--- src/drp_pkg.sv ---
/*
  Package of the duty and reference profile register bank: word indices,
  byte addresses, field positions, reset values and the decode tables of
  the coded fields.
  Assumes a 32-bit APB slave where each word index sits at byte index*4.
*/
package drp_pkg;

  // ----------------------------------------------------------------
  // Register map
  // ----------------------------------------------------------------
  localparam int unsigned DRP_NREGS = 6;
  localparam logic [9:0] DRP_IDX_TRI  = 10'h098;  // Three-phase step profile
  localparam logic [9:0] DRP_IDX_REF1 = 10'h09a;
  localparam logic [9:0] DRP_IDX_REF2 = 10'h09c;
  localparam logic [9:0] DRP_IDX_REF3 = 10'h09e;
  localparam logic [9:0] DRP_IDX_REF4 = 10'h0a0;
  localparam logic [9:0] DRP_IDX_REF5 = 10'h0a2;  // Holds the low bit of point B
  localparam logic [11:0] DRP_ADDR_TRI  = {DRP_IDX_TRI, 2'b00};
  localparam logic [11:0] DRP_ADDR_REF1 = {DRP_IDX_REF1, 2'b00};
  localparam logic [11:0] DRP_ADDR_REF2 = {DRP_IDX_REF2, 2'b00};
  localparam logic [11:0] DRP_ADDR_REF3 = {DRP_IDX_REF3, 2'b00};
  localparam logic [11:0] DRP_ADDR_REF4 = {DRP_IDX_REF4, 2'b00};
  localparam logic [11:0] DRP_ADDR_REF5 = {DRP_IDX_REF5, 2'b00};

  // Slots of the storage array
  localparam logic [2:0] DRP_SLOT_TRI  = 3'h0;
  localparam logic [2:0] DRP_SLOT_REF1 = 3'h1;
  localparam logic [2:0] DRP_SLOT_REF2 = 3'h2;
  localparam logic [2:0] DRP_SLOT_REF3 = 3'h3;
  localparam logic [2:0] DRP_SLOT_REF4 = 3'h4;
  localparam logic [2:0] DRP_SLOT_REF5 = 3'h5;
  localparam logic [2:0] DRP_SLOT_NONE = 3'h7;

  localparam logic [31:0] DRP_RESET_WORD = 32'h0000_0000;

  // ----------------------------------------------------------------
  // Field positions (lowest bit of each field)
  // ----------------------------------------------------------------
  localparam int unsigned DRP_PARITY_BIT  = 31;
  localparam int unsigned DRP_STEP0_LSB   = 28;  // Step n at 28 - 3n
  localparam int unsigned DRP_STEP_W      = 3;
  localparam int unsigned DRP_NSTEPS      = 8;
  localparam int unsigned DRP_ADV_LSB     = 5;
  localparam int unsigned DRP_MODE_LSB    = 29;
  localparam int unsigned DRP_ON1_LSB     = 21;
  localparam int unsigned DRP_OFF1_LSB    = 13;
  localparam int unsigned DRP_CLAMP1_LSB  = 5;
  localparam int unsigned DRP_A_HI_LSB    = 0;   // Word 1, 5 bits
  localparam int unsigned DRP_A_LO_LSB    = 28;  // Word 2, 3 bits
  localparam int unsigned DRP_B_LSB       = 20;
  localparam int unsigned DRP_C_LSB       = 12;
  localparam int unsigned DRP_D_LSB       = 4;
  localparam int unsigned DRP_E_HI_LSB    = 0;   // Word 2, 4 bits
  localparam int unsigned DRP_E_LO_LSB    = 27;  // Word 3, 4 bits
  localparam int unsigned DRP_ON2_LSB     = 19;
  localparam int unsigned DRP_OFF2_LSB    = 11;
  localparam int unsigned DRP_CLAMP2_LSB  = 3;
  localparam int unsigned DRP_HYST_LSB    = 1;
  localparam int unsigned DRP_ROFF1_LSB   = 23;
  localparam int unsigned DRP_RCLAMP1_LSB = 15;
  localparam int unsigned DRP_RA_LSB      = 7;
  localparam int unsigned DRP_RB_HI_LSB   = 0;   // Word 4, 7 bits
  localparam int unsigned DRP_RB_LO_BIT   = 30;  // Word 5, 1 bit

  // ----------------------------------------------------------------
  // Coded field meanings
  // ----------------------------------------------------------------
  typedef enum logic [1:0] {
    DRP_MODE_DUTY      = 2'h0,
    DRP_MODE_LINEAR    = 2'h1,
    DRP_MODE_STAIRCASE = 2'h2,
    DRP_MODE_FWD_REV   = 2'h3
  } drp_mode_t;

  // Step duty in hundredths of a percent
  localparam logic [13:0] DRP_STEP_DUTY [8] = '{
    14'd0, 14'd5000, 14'd7500, 14'd8375, 14'd8750, 14'd9375, 14'd9750, 14'd9900
  };
  localparam logic [3:0] DRP_ADV_DEG  [4] = '{4'd0, 4'd5, 4'd10, 4'd15};
  localparam logic [2:0] DRP_HYST_PCT [4] = '{3'd0, 3'd2, 3'd4, 3'd6};

endpackage

--- src/drp_regs.sv ---
/*
  Duty and reference profile register bank: APB slave holding the
  three-phase step profile and reference profile words, with every field
  but the parity bit 31 decoded and registered for the drive logic.
  Assumes an APB master on clk, one request at a time; rst synchronous.
*/
`timescale 1ns/1ps
module drp_regs
  import drp_pkg::*;
#(
  parameter int unsigned ADDR_W = 12
) (
  input  wire logic              clk,
  input  wire logic              rst,
  input  wire logic              psel,
  input  wire logic              penable,
  input  wire logic              pwrite,
  input  wire logic [ADDR_W-1:0] paddr,
  input  wire logic [31:0]       pwdata,
  input  wire logic [3:0]        pstrb,
  output logic                   pready,
  output logic [31:0]            prdata,
  output logic                   pslverr,
  output logic [23:0]            tri_phase_step_codes,
  output logic [111:0]           tri_phase_step_duty,
  output logic [2:0]             tri_phase_duty_step_first,
  output logic [2:0]             tri_phase_duty_step_fifth,
  output logic [1:0]             commutation_advance_angle,
  output logic [3:0]             advance_degrees,
  output drp_mode_t              profile_mode,
  output logic [7:0]             turn_on_duty_first,
  output logic [7:0]             turn_off_duty_first,
  output logic [7:0]             clamp_duty_first,
  output logic [7:0]             duty_point_a,
  output logic [7:0]             duty_point_b,
  output logic [7:0]             duty_point_c,
  output logic [7:0]             duty_point_d,
  output logic [7:0]             duty_point_e,
  output logic [7:0]             turn_on_duty_second,
  output logic [7:0]             turn_off_duty_second,
  output logic [7:0]             clamp_duty_second,
  output logic [1:0]             step_change_hysteresis,
  output logic [2:0]             hysteresis_percent,
  output logic [7:0]             turn_off_reference_first,
  output logic [7:0]             clamp_reference_first,
  output logic [7:0]             reference_point_a,
  output logic [7:0]             reference_point_b
);

  // ----------------------------------------------------------------
  // Helpers
  // ----------------------------------------------------------------
  // Word slot of a byte address; misaligned or unknown gives NONE
  function automatic logic [2:0] slot_of(input logic [ADDR_W-1:0] a);
    logic [11:0] a12;
    a12 = 12'(a);
    if (a12 == DRP_ADDR_TRI) return DRP_SLOT_TRI;
    else if (a12 == DRP_ADDR_REF1) return DRP_SLOT_REF1;
    else if (a12 == DRP_ADDR_REF2) return DRP_SLOT_REF2;
    else if (a12 == DRP_ADDR_REF3) return DRP_SLOT_REF3;
    else if (a12 == DRP_ADDR_REF4) return DRP_SLOT_REF4;
    else if (a12 == DRP_ADDR_REF5) return DRP_SLOT_REF5;
    else return DRP_SLOT_NONE;
  endfunction

  // One byte field of a word
  function automatic logic [7:0] byte_at(input logic [31:0] w, input int unsigned lsb);
    return w[lsb +: 8];
  endfunction

  // Byte-lane merge of a write
  function automatic logic [31:0] merge(input logic [31:0] old, input logic [31:0] nw,
                                        input logic [3:0] strb);
    logic [31:0] r;
    r = old;
    for (int i = 0; i < 4; i++) begin
      if (strb[i]) begin
        r[8*i +: 8] = nw[8*i +: 8];
      end
    end
    return r;
  endfunction

  // ----------------------------------------------------------------
  // APB slave
  // ----------------------------------------------------------------
  logic [31:0] regs_q [DRP_NREGS];
  logic [2:0]  slot;
  logic        setup;
  logic        access_q;

  assign slot  = slot_of(paddr);
  assign setup = psel && !penable;

  // Answer is prepared at setup so every access phase lasts one cycle
  always_ff @(posedge clk) begin
    if (rst) begin
      pready   <= 1'b0;
      pslverr  <= 1'b0;
      prdata   <= 32'h0000_0000;
      access_q <= 1'b0;
    end else begin
      pready   <= setup;
      access_q <= setup;
      if (setup) begin
        pslverr <= (slot == DRP_SLOT_NONE);
        // Reads have no side effect and return stored words
        prdata  <= (pwrite || slot == DRP_SLOT_NONE) ? 32'h0000_0000 : regs_q[slot];
      end else begin
        pslverr <= 1'b0;
        prdata  <= 32'h0000_0000;
      end
    end
  end

  // Storage; a write lands only at the edge that completes the access
  always_ff @(posedge clk) begin
    if (rst) begin
      for (int i = 0; i < DRP_NREGS; i++) begin
        regs_q[i] <= DRP_RESET_WORD;
      end
    end else if (access_q && psel && penable && pwrite && slot != DRP_SLOT_NONE) begin
      regs_q[slot] <= merge(regs_q[slot], pwdata, pstrb);
    end
  end

  // ----------------------------------------------------------------
  // Three-phase step profile decode
  // ----------------------------------------------------------------
  logic [31:0] w_tri;
  assign w_tri = regs_q[DRP_SLOT_TRI];

  // Step codes and their duty in hundredths of a percent
  always_ff @(posedge clk) begin
    if (rst) begin
      tri_phase_step_codes <= 24'h00_0000;
      tri_phase_step_duty  <= '0;
    end else begin
      for (int n = 0; n < DRP_NSTEPS; n++) begin
        tri_phase_step_codes[3*n +: 3] <= w_tri[DRP_STEP0_LSB - 3*n +: 3];
        tri_phase_step_duty[14*n +: 14] <=
          DRP_STEP_DUTY[w_tri[DRP_STEP0_LSB - 3*n +: 3]];
      end
    end
  end

  // Named steps and lead advance; reserved bits 4-0 feed nothing
  always_ff @(posedge clk) begin
    if (rst) begin
      tri_phase_duty_step_first <= 3'h0;
      tri_phase_duty_step_fifth <= 3'h0;
      commutation_advance_angle <= 2'h0;
      advance_degrees           <= 4'h0;
    end else begin
      tri_phase_duty_step_first <= w_tri[DRP_STEP0_LSB +: DRP_STEP_W];
      tri_phase_duty_step_fifth <= w_tri[DRP_STEP0_LSB - 12 +: DRP_STEP_W];
      commutation_advance_angle <= w_tri[DRP_ADV_LSB +: 2];
      advance_degrees           <= DRP_ADV_DEG[w_tri[DRP_ADV_LSB +: 2]];
    end
  end

  // ----------------------------------------------------------------
  // Reference profile decode
  // ----------------------------------------------------------------
  logic [31:0] w1, w2, w3, w4, w5;
  assign w1 = regs_q[DRP_SLOT_REF1];
  assign w2 = regs_q[DRP_SLOT_REF2];
  assign w3 = regs_q[DRP_SLOT_REF3];
  assign w4 = regs_q[DRP_SLOT_REF4];
  assign w5 = regs_q[DRP_SLOT_REF5];

  // Mode and first threshold set; counts scale as value/255 downstream
  always_ff @(posedge clk) begin
    if (rst) begin
      profile_mode        <= DRP_MODE_DUTY;
      turn_on_duty_first  <= 8'h00;
      turn_off_duty_first <= 8'h00;
      clamp_duty_first    <= 8'h00;
    end else begin
      profile_mode        <= drp_mode_t'(w1[DRP_MODE_LSB +: 2]);
      turn_on_duty_first  <= byte_at(w1, DRP_ON1_LSB);
      turn_off_duty_first <= byte_at(w1, DRP_OFF1_LSB);
      clamp_duty_first    <= byte_at(w1, DRP_CLAMP1_LSB);
    end
  end

  // Duty points; A and E are joined from two words, each half changing when its own word is written
  always_ff @(posedge clk) begin
    if (rst) begin
      duty_point_a <= 8'h00;
      duty_point_b <= 8'h00;
      duty_point_c <= 8'h00;
      duty_point_d <= 8'h00;
      duty_point_e <= 8'h00;
    end else begin
      duty_point_a <= {w1[DRP_A_HI_LSB +: 5], w2[DRP_A_LO_LSB +: 3]};
      duty_point_b <= byte_at(w2, DRP_B_LSB);
      duty_point_c <= byte_at(w2, DRP_C_LSB);
      duty_point_d <= byte_at(w2, DRP_D_LSB);
      duty_point_e <= {w2[DRP_E_HI_LSB +: 4], w3[DRP_E_LO_LSB +: 4]};
    end
  end

  // Second threshold set and step hysteresis band
  always_ff @(posedge clk) begin
    if (rst) begin
      turn_on_duty_second    <= 8'h00;
      turn_off_duty_second   <= 8'h00;
      clamp_duty_second      <= 8'h00;
      step_change_hysteresis <= 2'h0;
      hysteresis_percent     <= 3'h0;
    end else begin
      turn_on_duty_second    <= byte_at(w3, DRP_ON2_LSB);
      turn_off_duty_second   <= byte_at(w3, DRP_OFF2_LSB);
      clamp_duty_second      <= byte_at(w3, DRP_CLAMP2_LSB);
      step_change_hysteresis <= w3[DRP_HYST_LSB +: 2];
      hysteresis_percent     <= DRP_HYST_PCT[w3[DRP_HYST_LSB +: 2]];
    end
  end

  // Reference points; B straddles words 4 and 5
  always_ff @(posedge clk) begin
    if (rst) begin
      turn_off_reference_first <= 8'h00;
      clamp_reference_first    <= 8'h00;
      reference_point_a        <= 8'h00;
      reference_point_b        <= 8'h00;
    end else begin
      turn_off_reference_first <= byte_at(w4, DRP_ROFF1_LSB);
      clamp_reference_first    <= byte_at(w4, DRP_RCLAMP1_LSB);
      reference_point_a        <= byte_at(w4, DRP_RA_LSB);
      reference_point_b        <= {w4[DRP_RB_HI_LSB +: 7], w5[DRP_RB_LO_BIT]};
    end
  end

endmodule

--- config.mk ---
export PLATFORM = sky130hd
export DESIGN_NAME = drp_regs
export DESIGN_NICKNAME = d
export VERILOG_FILES = /design/src/drp_pkg.sv /design/src/drp_regs.sv
export SDC_FILE = /design/constraint.sdc
export NUM_CORES = 1
export LEC_CHECK = 0
export ABC_AREA = 1
export BUFFER_PORTS_ARGS = -buffer_cell sky130_fd_sc_hd__buf_2
export CORE_MARGIN = 2
export CORE_UTILIZATION = 45
export DETAILED_ROUTE_END_ITERATION = 16
export PLACE_DENSITY = 0.75
export SYNTH_ARGS = -nofsm -noshare
export SYNTH_HDL_FRONTEND = slang
export SYNTH_SLANG_ARGS = --single-unit
--- constraint.sdc ---
create_clock -name clk -period 3.15 [get_ports clk]
set_input_delay 0.63 -clock clk [delete_from_list [all_inputs] [get_ports clk]]
set_output_delay 0.63 -clock clk [all_outputs]
set_load 0.1 [all_outputs]
==> results of run 1 <==
sequential cells by signal (all words and copies together) (netlist names), 8 cells and up:
signal                    cells
clamp_duty_first              8
clamp_duty_second             8
clamp_reference_first         8
duty_point_a                  8
duty_point_b                  8
duty_point_c                  8
duty_point_d                  8
duty_point_e                  8
prdata                       32
reference_point_a             8
reference_point_b             8
regs_q                      256
tri_phase_step_codes         16
tri_phase_step_duty          96
turn_off_duty_first           8
turn_off_duty_second          8
turn_off_reference_first      8
turn_on_duty_first            8
turn_on_duty_second           8
layout by cell type, fill, tap and decap left out, types with 2 or more instances in the layout:
cell | Yosys | layout
clkbuf_16 | 0 | 57
inv_4 | 0 | 2
buf_12 | 0 | 15
nand4_1 | 2 | 2
buf_4 | 42 | 30
clkbuf_8 | 0 | 10
inv_2 | 3 | 3
nand2_2 | 15 | 19
edfxtp_1 | 256 | 256
conb_1 | 1 | 65
diode_2 | 0 | 3
nand3_2 | 6 | 5
nand2_1 | 274 | 270
nand3b_1 | 39 | 39
nand3_1 | 258 | 258
clkbuf_1 | 45 | 9
clkinv_1 | 0 | 3
o22ai_1 | 18 | 17
ha_1 | 48 | 48
clkinvlp_4 | 0 | 2
buf_2 | 37 | 359
o21ai_0 | 9 | 9
bufinv_16 | 0 | 3
inv_6 | 0 | 3
dfxtp_1 | 272 | 272
inv_1 | 301 | 301
a21oi_1 | 36 | 35
clkinv_2 | 1 | 8
nor2_2 | 2 | 2
nor2_1 | 459 | 459
a22oi_2 | 2 | 2
kinds of logic (layout without fill, tap and decap cells):
kind of cell               Yosys count  count (layout)  synth area share [%]
and+or+nand+nor                   1059            1059                  22.1
adders and majority gates           48              48                  2.92
DFF                                528             528                  63.8
buffers and inverters              445             809                  9.30
AOI/OAI and AO/OA                   66              66                  1.84
other                                1              68                0.0182
how the worst max path moves through the flow:
stage | endpoint | from | cells past startpoint
final | regs_q[7][14] | paddr[6] | 15
after global placement | regs_q[7][14] | paddr[6] | 15
after CTS | regs_q[5][14] | paddr[6] | 15
after detailed placement | regs_q[6][14] | paddr[6] | 15
after floorplan | regs_q[1][0] | access_q | 7
after global routing | regs_q[7][14] | paddr[6] | 15
critical path: cells and delay by family:
kind	cells	cell delay (ns)
buf+inv	5	0.85
simple gates	10	1.33
per-stage QoR:
step | util [%] | power (mW) | instance area [um^2]
global placement | 51.2 | 9.37 | 23200
finish | 55.2 | 15.7 | 25000
CTS | 55.2 | 15.8 | 25000
floorplan | - | 9.02 | 20800
detailed placement | 51.2 | 9.38 | 23200
global route | 55.2 | 16.2 | 25000
cell type report:
| cell class | instances | area (um^2) | share of cell area, % |
|---|---|---|---|
| Tap cell | 600 | 751 | 3.00 |
| Multi-Input combinational cell | 1238 | 5810 | 23.3 |
| Clock buffer | 78 | 1610 | 6.44 |
| Inverter | 305 | 1150 | 4.59 |
| Antenna cell | 3 | 7.51 | 0.0300 |
| Timing Repair Buffer | 405 | 2330 | 9.34 |
| Sequential cell | 528 | 13100 | 52.5 |
| Clock inverter | 21 | 199 | 0.796 |
per-layer routing:
metal,routed length [um],global-route usage [%]
met4,2280,11.0
met2,26700,37.9
met3,6650,5.52
met1,25500,34.8
met5,41,0
power breakdown:
group / switching (mW) / total (mW) / internal [mW]
Clock: 2.70 / 6.50 / 3.80
Combinational: 1.49 / 1.74 / 0.251
Sequential: 0.0857 / 7.50 / 7.41
==> run_results.csv, run 1 <==
group,metric,value,unit
clock_tree,post_cts_buffers,0,
clock_tree,ctsLongestPathBuffers,3,
timing,setup_tns,0,ns
global_routing,grt_start_max_net_pins,82,
run_status,status,"complete, no violations",
place,gp_congestion,0.901,
timing,setup_violations,0,
pwr,power_density,630,mW/mm^2
yosys,synth_warnings,0,
place,dpl_worst_slack,0.0859,ns
yosys,synth.distinct_cells,29,
yosys,synthFlopType,"dfxtp_1",
clock_tree,clk_pin_slew,0.06,ns
yosys,synthTopCellsByCount,"nor2_1 (459), inv_1 (301), nand2_1 (274)",
setup_path,reg2reg_from,"regs_q[0][14]",
routing,ant_nets,0,
timing,slew_viol_final,0,
cells_and_area,fillers,3916,
worst_hold_path,holdPathStages,2,
pwr,leakage,12.0,nW
timing,finalHoldViolations,0,
yosys,avgSynthCellArea,9.58,um^2
setup_path,crit_chain,"buf_2, inv_1, nor2_1, nand2_2, nand3_4, nand2_4, buf_12, buf_12, nand2_1, nand3_1, nand3_1, nand2_1, nand2_1, nand2_1, inv_1",
setup_path,cpMostUsedCell,"nand2_1",
cells_and_area,stdcell_count,3178,
yosys,seq_area_frac_synth,63.8,%
place,port_buffers,360,
clock_tree,htreeDepth,2,
routing,routed_wl,61.1,mm
global_routing,grt_pass1_vias,15300,
global_routing,grt_util_all_layers,25.1,%
setup_path,critPathLaunchType,"primary input",
routing,wl_per_cell,19.2,um
place,dpl.hpwl,41.2,mm
setup_path,cpMaxStageDelayCell,"buf_12",
clock_tree,root_buffer,"clkbuf_16",
pwr,peakVddDrop,397,uV
floorplan,fp.dieW,218,um
floorplan,die_h,218,um
yosys,ys_seq_elements,528,
clock_tree,post_cts_resized,0,
setup_path,worstPathArrival,2.88,ns
global_routing,grt_pass1_wl,90.1,mm
routing,dr.pass1.iters,5,
cells_and_area,area_growth,21.5,%
timing,slew_headroom,49.3,%
yosys,synth.most_common_cell,"nor2_1",
global_routing,overflow,0,
timing,fin_skew,0.0242,ns
floorplan,die_area,0.0475,mm^2
cells_and_area,nNetsFinal,2632,
clock_tree,clock_latency,0.61,ns
timing,fin_crit_sh,80.5,%
routing,viasPerCell,5.08,
setup_path,r2r-end,"regs_q[7][14]",
yosys,syn_area,0.0206,mm^2
yosys,async_flop_share,0,%
floorplan,top_level_ports,362,
routing,drt_iter0_drc,1749,
global_routing,antenna_found_initial,6,
yosys,synth_enable_flop_cells,256,
clock_tree,cts_sinks,528,
yosys,ys_top_cells_by_area,"edfxtp_1 (37%), dfxtp_1 (26%), nor2_1 (8.4%), nand3_1 (6.3%), inv_1 (5.5%)",
worst_hold_path,hold_end,"access_q",
setup_path,critPathMaxFanout,81,
clock_tree,cts_hold_buf,0,
setup_path,path_class,"in -> reg",
timing,setup_slack,0.615,ns
routing,vias,16200,
place,dp_cells,3076,
floorplan,start_util,45.4,%
yosys,yosysTopAreaCellShare,37.4,%
clock_tree,cts_buffers,53,
timing,fmax,394,MHz
timing,hold_ws,0.205,ns
flow_run,cap_violations,0,
worst_hold_path,hold_start,"penable",
yosys,yosys.area.top_type,"edfxtp_1",
timing,final.min_clock_period,2.54,ns
cells_and_area,drive_gt1_share,20.6,%
setup_path,worstRegToRegCells,8,
worst_hold_path,min_path_type,"in -> reg",
floorplan,core_area,0.0453,mm^2
timing,tightest_slew,0.760,ns
setup_path,worstPathRequired,3.49,ns
clock_tree,cts_tree,"yes",
yosys,syn_inst,2147,
setup_path,r2r_setup_slack,1.15,ns
floorplan,row_count,78,
routing,drc,0,
setup_path,max_stage_delay,0.34,ns
setup_path,critPathCaptureType,"flop",
timing,rsz0062_at_grt,"no",
Power figures use the tool's default switching activity.
==> inputs of run 2 (changes only) <==
--- a/config.mk
+++ b/config.mk
@@ -5,12 +5,12 @@
 export SDC_FILE = /design/constraint.sdc
 export NUM_CORES = 1
 export LEC_CHECK = 0
-export ABC_AREA = 1
+export ABC_AREA = 0
 export BUFFER_PORTS_ARGS = -buffer_cell sky130_fd_sc_hd__buf_2
 export CORE_MARGIN = 2
 export CORE_UTILIZATION = 45
 export DETAILED_ROUTE_END_ITERATION = 16
-export PLACE_DENSITY = 0.75
+export PLACE_DENSITY = 0.72
 export SYNTH_ARGS = -nofsm -noshare
 export SYNTH_HDL_FRONTEND = slang
 export SYNTH_SLANG_ARGS = --single-unit
==> constraint.sdc (replaced) <==
create_clock -name clk -period 2.4 [get_ports clk]
set_input_delay 0.48 -clock clk [delete_from_list [all_inputs] [get_ports clk]]
set_output_delay 0.48 -clock clk [all_outputs]
set_load 0.1 [all_outputs]
==> run 2 against run 1 <==
Register-to-register slack got worse by 0.97 ns. Clock skew down 0.0072 ns. Synthesized cell count is 14% lower. Clock power increased by 26%. Count of clock-buffer cells in the layout unchanged. Sequential power up 32%. Via count rose by 9.1%. Final area rose by 14%. Highest routed layer unchanged. Setup slack got worse by 0.52 ns. Final cell count down 2.8%. Power is 31% higher.
==> run_results.csv, run 2 <==
group,metric,value,unit
timing,setup_slack,0.0945,ns
floorplan,die_area,0.0500,mm^2
pwr,leakage,11.9,nW
clock_tree,cts_buffers,54,
floorplan,start_util,45.6,%
cells_and_area,multi_input_area,0.00834,mm^2
yosys,synth.most_common_cell,"dfxtp_1",
routing,vias,17600,
cells_and_area,reg_top3,"regs_q (256), tri_phase_step_duty (96), prdata (32)",
timing,fin_crit_sh,96.1,%
place,dpl_worst_slack,-0.561,ns
timing,setup_violations,0,
pwr,p_int,14.9,mW
timing,slew_viol_final,0,
yosys,yosys.area.top_type,"edfxtp_1",
cells_and_area,layout_commonest_cell,"buf_2",
cells_and_area,largest_register_ffs,256,
global_routing,grt_start_max_net_pins,92,
yosys,avgSynthCellArea,11.8,um^2
place,dpl.hpwl,50.4,mm
clock_tree,cts_sinks,528,
yosys,yosysTopAreaCellShare,35.4,%
cells_and_area,regMostFlops,"regs_q",
yosys,synthTopCellsByCount,"dfxtp_1 (272), edfxtp_1 (256), nor2b_1 (138)",
pwr,clock_power_share,39.7,%
timing,tightest_slew,0.609,ns
cells_and_area,drive_gt1_share,35.8,%
yosys,synth_enable_flop_cells,256,
routing,viasPerCell,5.71,
routing,drt_iter0_drc,1624,
timing,hold_ws,0.137,ns
cells_and_area,nNetsFinal,2526,
yosys,synth.distinct_cells,81,
setup_path,critPathCaptureType,"flop",
timing,final.min_clock_period,2.31,ns
setup_path,path_class,"in -> reg",
timing,fmax,434,MHz
global_routing,grt_pass1_wl,104,mm
routing,routed_wl,71.0,mm
cells_and_area,area_growth,30.8,%
pwr,power_density,726,mW/mm^2
yosys,seq_area_frac_synth,60.5,%
yosys,synth_warnings,0,
clock_tree,htreeDepth,2,
floorplan,row_count,80,
pwr,switchingPower,5.69,mW
place,port_buffers,360,
timing,finalHoldViolations,0,
pwr,total_power,20.6,mW
global_routing,grt_util_all_layers,27.5,%
yosys,syn_area,0.0217,mm^2
pwr,peakVddDrop,477,uV
cells_and_area,seqCellArea,0.0131,mm^2
routing,drc,0,
cells_and_area,final_cell_mix,"buf_2 (359), dfxtp_1 (271), edfxtp_1 (256)",
pwr,switching_share,27.6,%
global_routing,antenna_found_initial,5,
setup_path,worstPathRequired,2.73,ns
floorplan,die_h,224,um
clock_tree,cts_tree,"yes",
place,gp_congestion,0.963,
clock_tree,clock_latency,0.61,ns
yosys,synthFlopType,"dfxtp_1",
yosys,ys_seq_elements,528,
routing,dr.pass1.iters,5,
setup_path,worstPathArrival,2.63,ns
timing,setup_tns,0,ns
pwr,power_frac_seq,48.0,%
pwr,pwr-share-comb,12.3,%
clock_tree,ctsLongestPathBuffers,3,
routing,ant_nets,0,
timing,rsz0062_at_grt,"no",
yosys,async_flop_share,0,%
routing,wl_per_cell,23.0,um
clock_tree,root_buffer,"clkbuf_16",
yosys,syn_inst,1847,
run_status,status,"complete, no violations",
clock_tree,clk_pin_slew,0.07,ns
cells_and_area,fillers,3846,
yosys,ys_top_cells_by_area,"edfxtp_1 (35%), dfxtp_1 (25%), nor2b_1 (4.0%), nor3_1 (2.9%), ha_1 (2.8%)",
floorplan,fp.dieW,224,um
timing,fin_skew,0.0170,ns
setup_path,critPathMaxFanout,6,
clock_tree,cts_hold_buf,0,
timing,slew_headroom,59.3,%
floorplan,top_level_ports,362,
floorplan,core_area,0.0476,mm^2
flow_run,cap_violations,0,
global_routing,grt_pass1_vias,17500,
global_routing,overflow,0,
setup_path,critPathLaunchType,"primary input",
worst_hold_path,min_path_type,"in -> reg",
## run 2: cell count changes in the layout (fill, tap and decap cells not counted), sizes merged, moves of 42 or more
cell / before / now
inv: 309 / 56
nor2b: 0 / 138
nand3: 264 / 20
or2: 0 / 43
a21oi: 36 / 80
a31oi: 0 / 81
buf: 405 / 619
nor4b: 0 / 42
o21bai: 0 / 53
nand2: 290 / 85
nor2: 462 / 78
nor3: 1 / 131
## run 2: cell type report
class	instances	area share [%]
sequential	528	46.3
multi-input combinational	1171	29.4
timing repair buffer	619	14.8
clock buffer	78	5.63
inverter	51	0.674
antenna	4	0.0352
clock inverter	22	0.489
tap	615	2.71
## run 2: what timing repair did
action / CTS / global route
resized for setup: 0 / 3
endpoints found under the setup margin: 0 / 7
setup buffers: 0 / 0
hold endpoints to repair: 0 / 0
## run 2: path summary, 6_finish.rpt
path / cells after the start / start / endpoint / slack, ns
max: 10 / paddr[2] / regs_q[7][18] / 0.09
min: 2 / penable / access_q / 0.14
max reg2reg: 7 / access_q / regs_q[0][12] / 0.18
min reg2reg: 1 / regs_q[1][3] / duty_point_a[6] / 0.48
## run 2: power groups by stage
stage | registers (mW) | logic, mW | clock network, mW
2_1_floorplan | 11.1 | 0.769 | 0
3_3_place_gp | 10.1 | 2.49 | 0
3_5_place_dp | 10.1 | 2.51 | 0
4_1_cts | 9.89 | 2.52 | 8.31
5_1_grt | 9.91 | 2.63 | 8.67
6_report | 9.89 | 2.54 | 8.19
## run 2: kinds of logic after synthesis
group | Yosys count | synth area share [%]
compound gates | 375 | 12.8
flops | 528 | 60.5
simple gates | 663 | 18.2
fa+ha+maj | 48 | 2.77
buf+inv | 212 | 4.71
other cells | 1 | 0.0173
mux | 20 | 0.956
## run 2: metal layers
| metal | part of all wire, % | vias to the layer above | global-route usage (%) | wire [um] |
|---|---|---|---|---|
| met5 | 0.017 | - | 0 | 12 |
| met3 | 9.4 | 192 | 6.03 | 6690 |
| met1 | 39 | 8522 | 34.7 | 27900 |
| met2 | 47 | 1021 | 45.8 | 33600 |
| li1 | - | 7883 | - | - |
| met4 | 3.8 | 2 | 11.5 | 2720 |
## run 2: through the flow
stage / instances / utilization (%) / area (um^2)
CTS: 3084 / 59.5 / 28400
floorplan: 1911 / - / 22500
global placement: 2984 / 55.9 / 26600
detailed placement: 2984 / 55.9 / 26600
finish: 3088 / 59.6 / 28400
global route: 3084 / 59.6 / 28400
## run 2: critical path, stage by stage
cell and delay [ns]:
buf_2 0.11, or3b_2 0.53, buf_4 0.19, a2111oi_4 0.23
buf_4 0.22, nand2b_1 0.21, buf_4 0.25, a21oi_1 0.14
buf_4 0.17, nor3_1 0.08
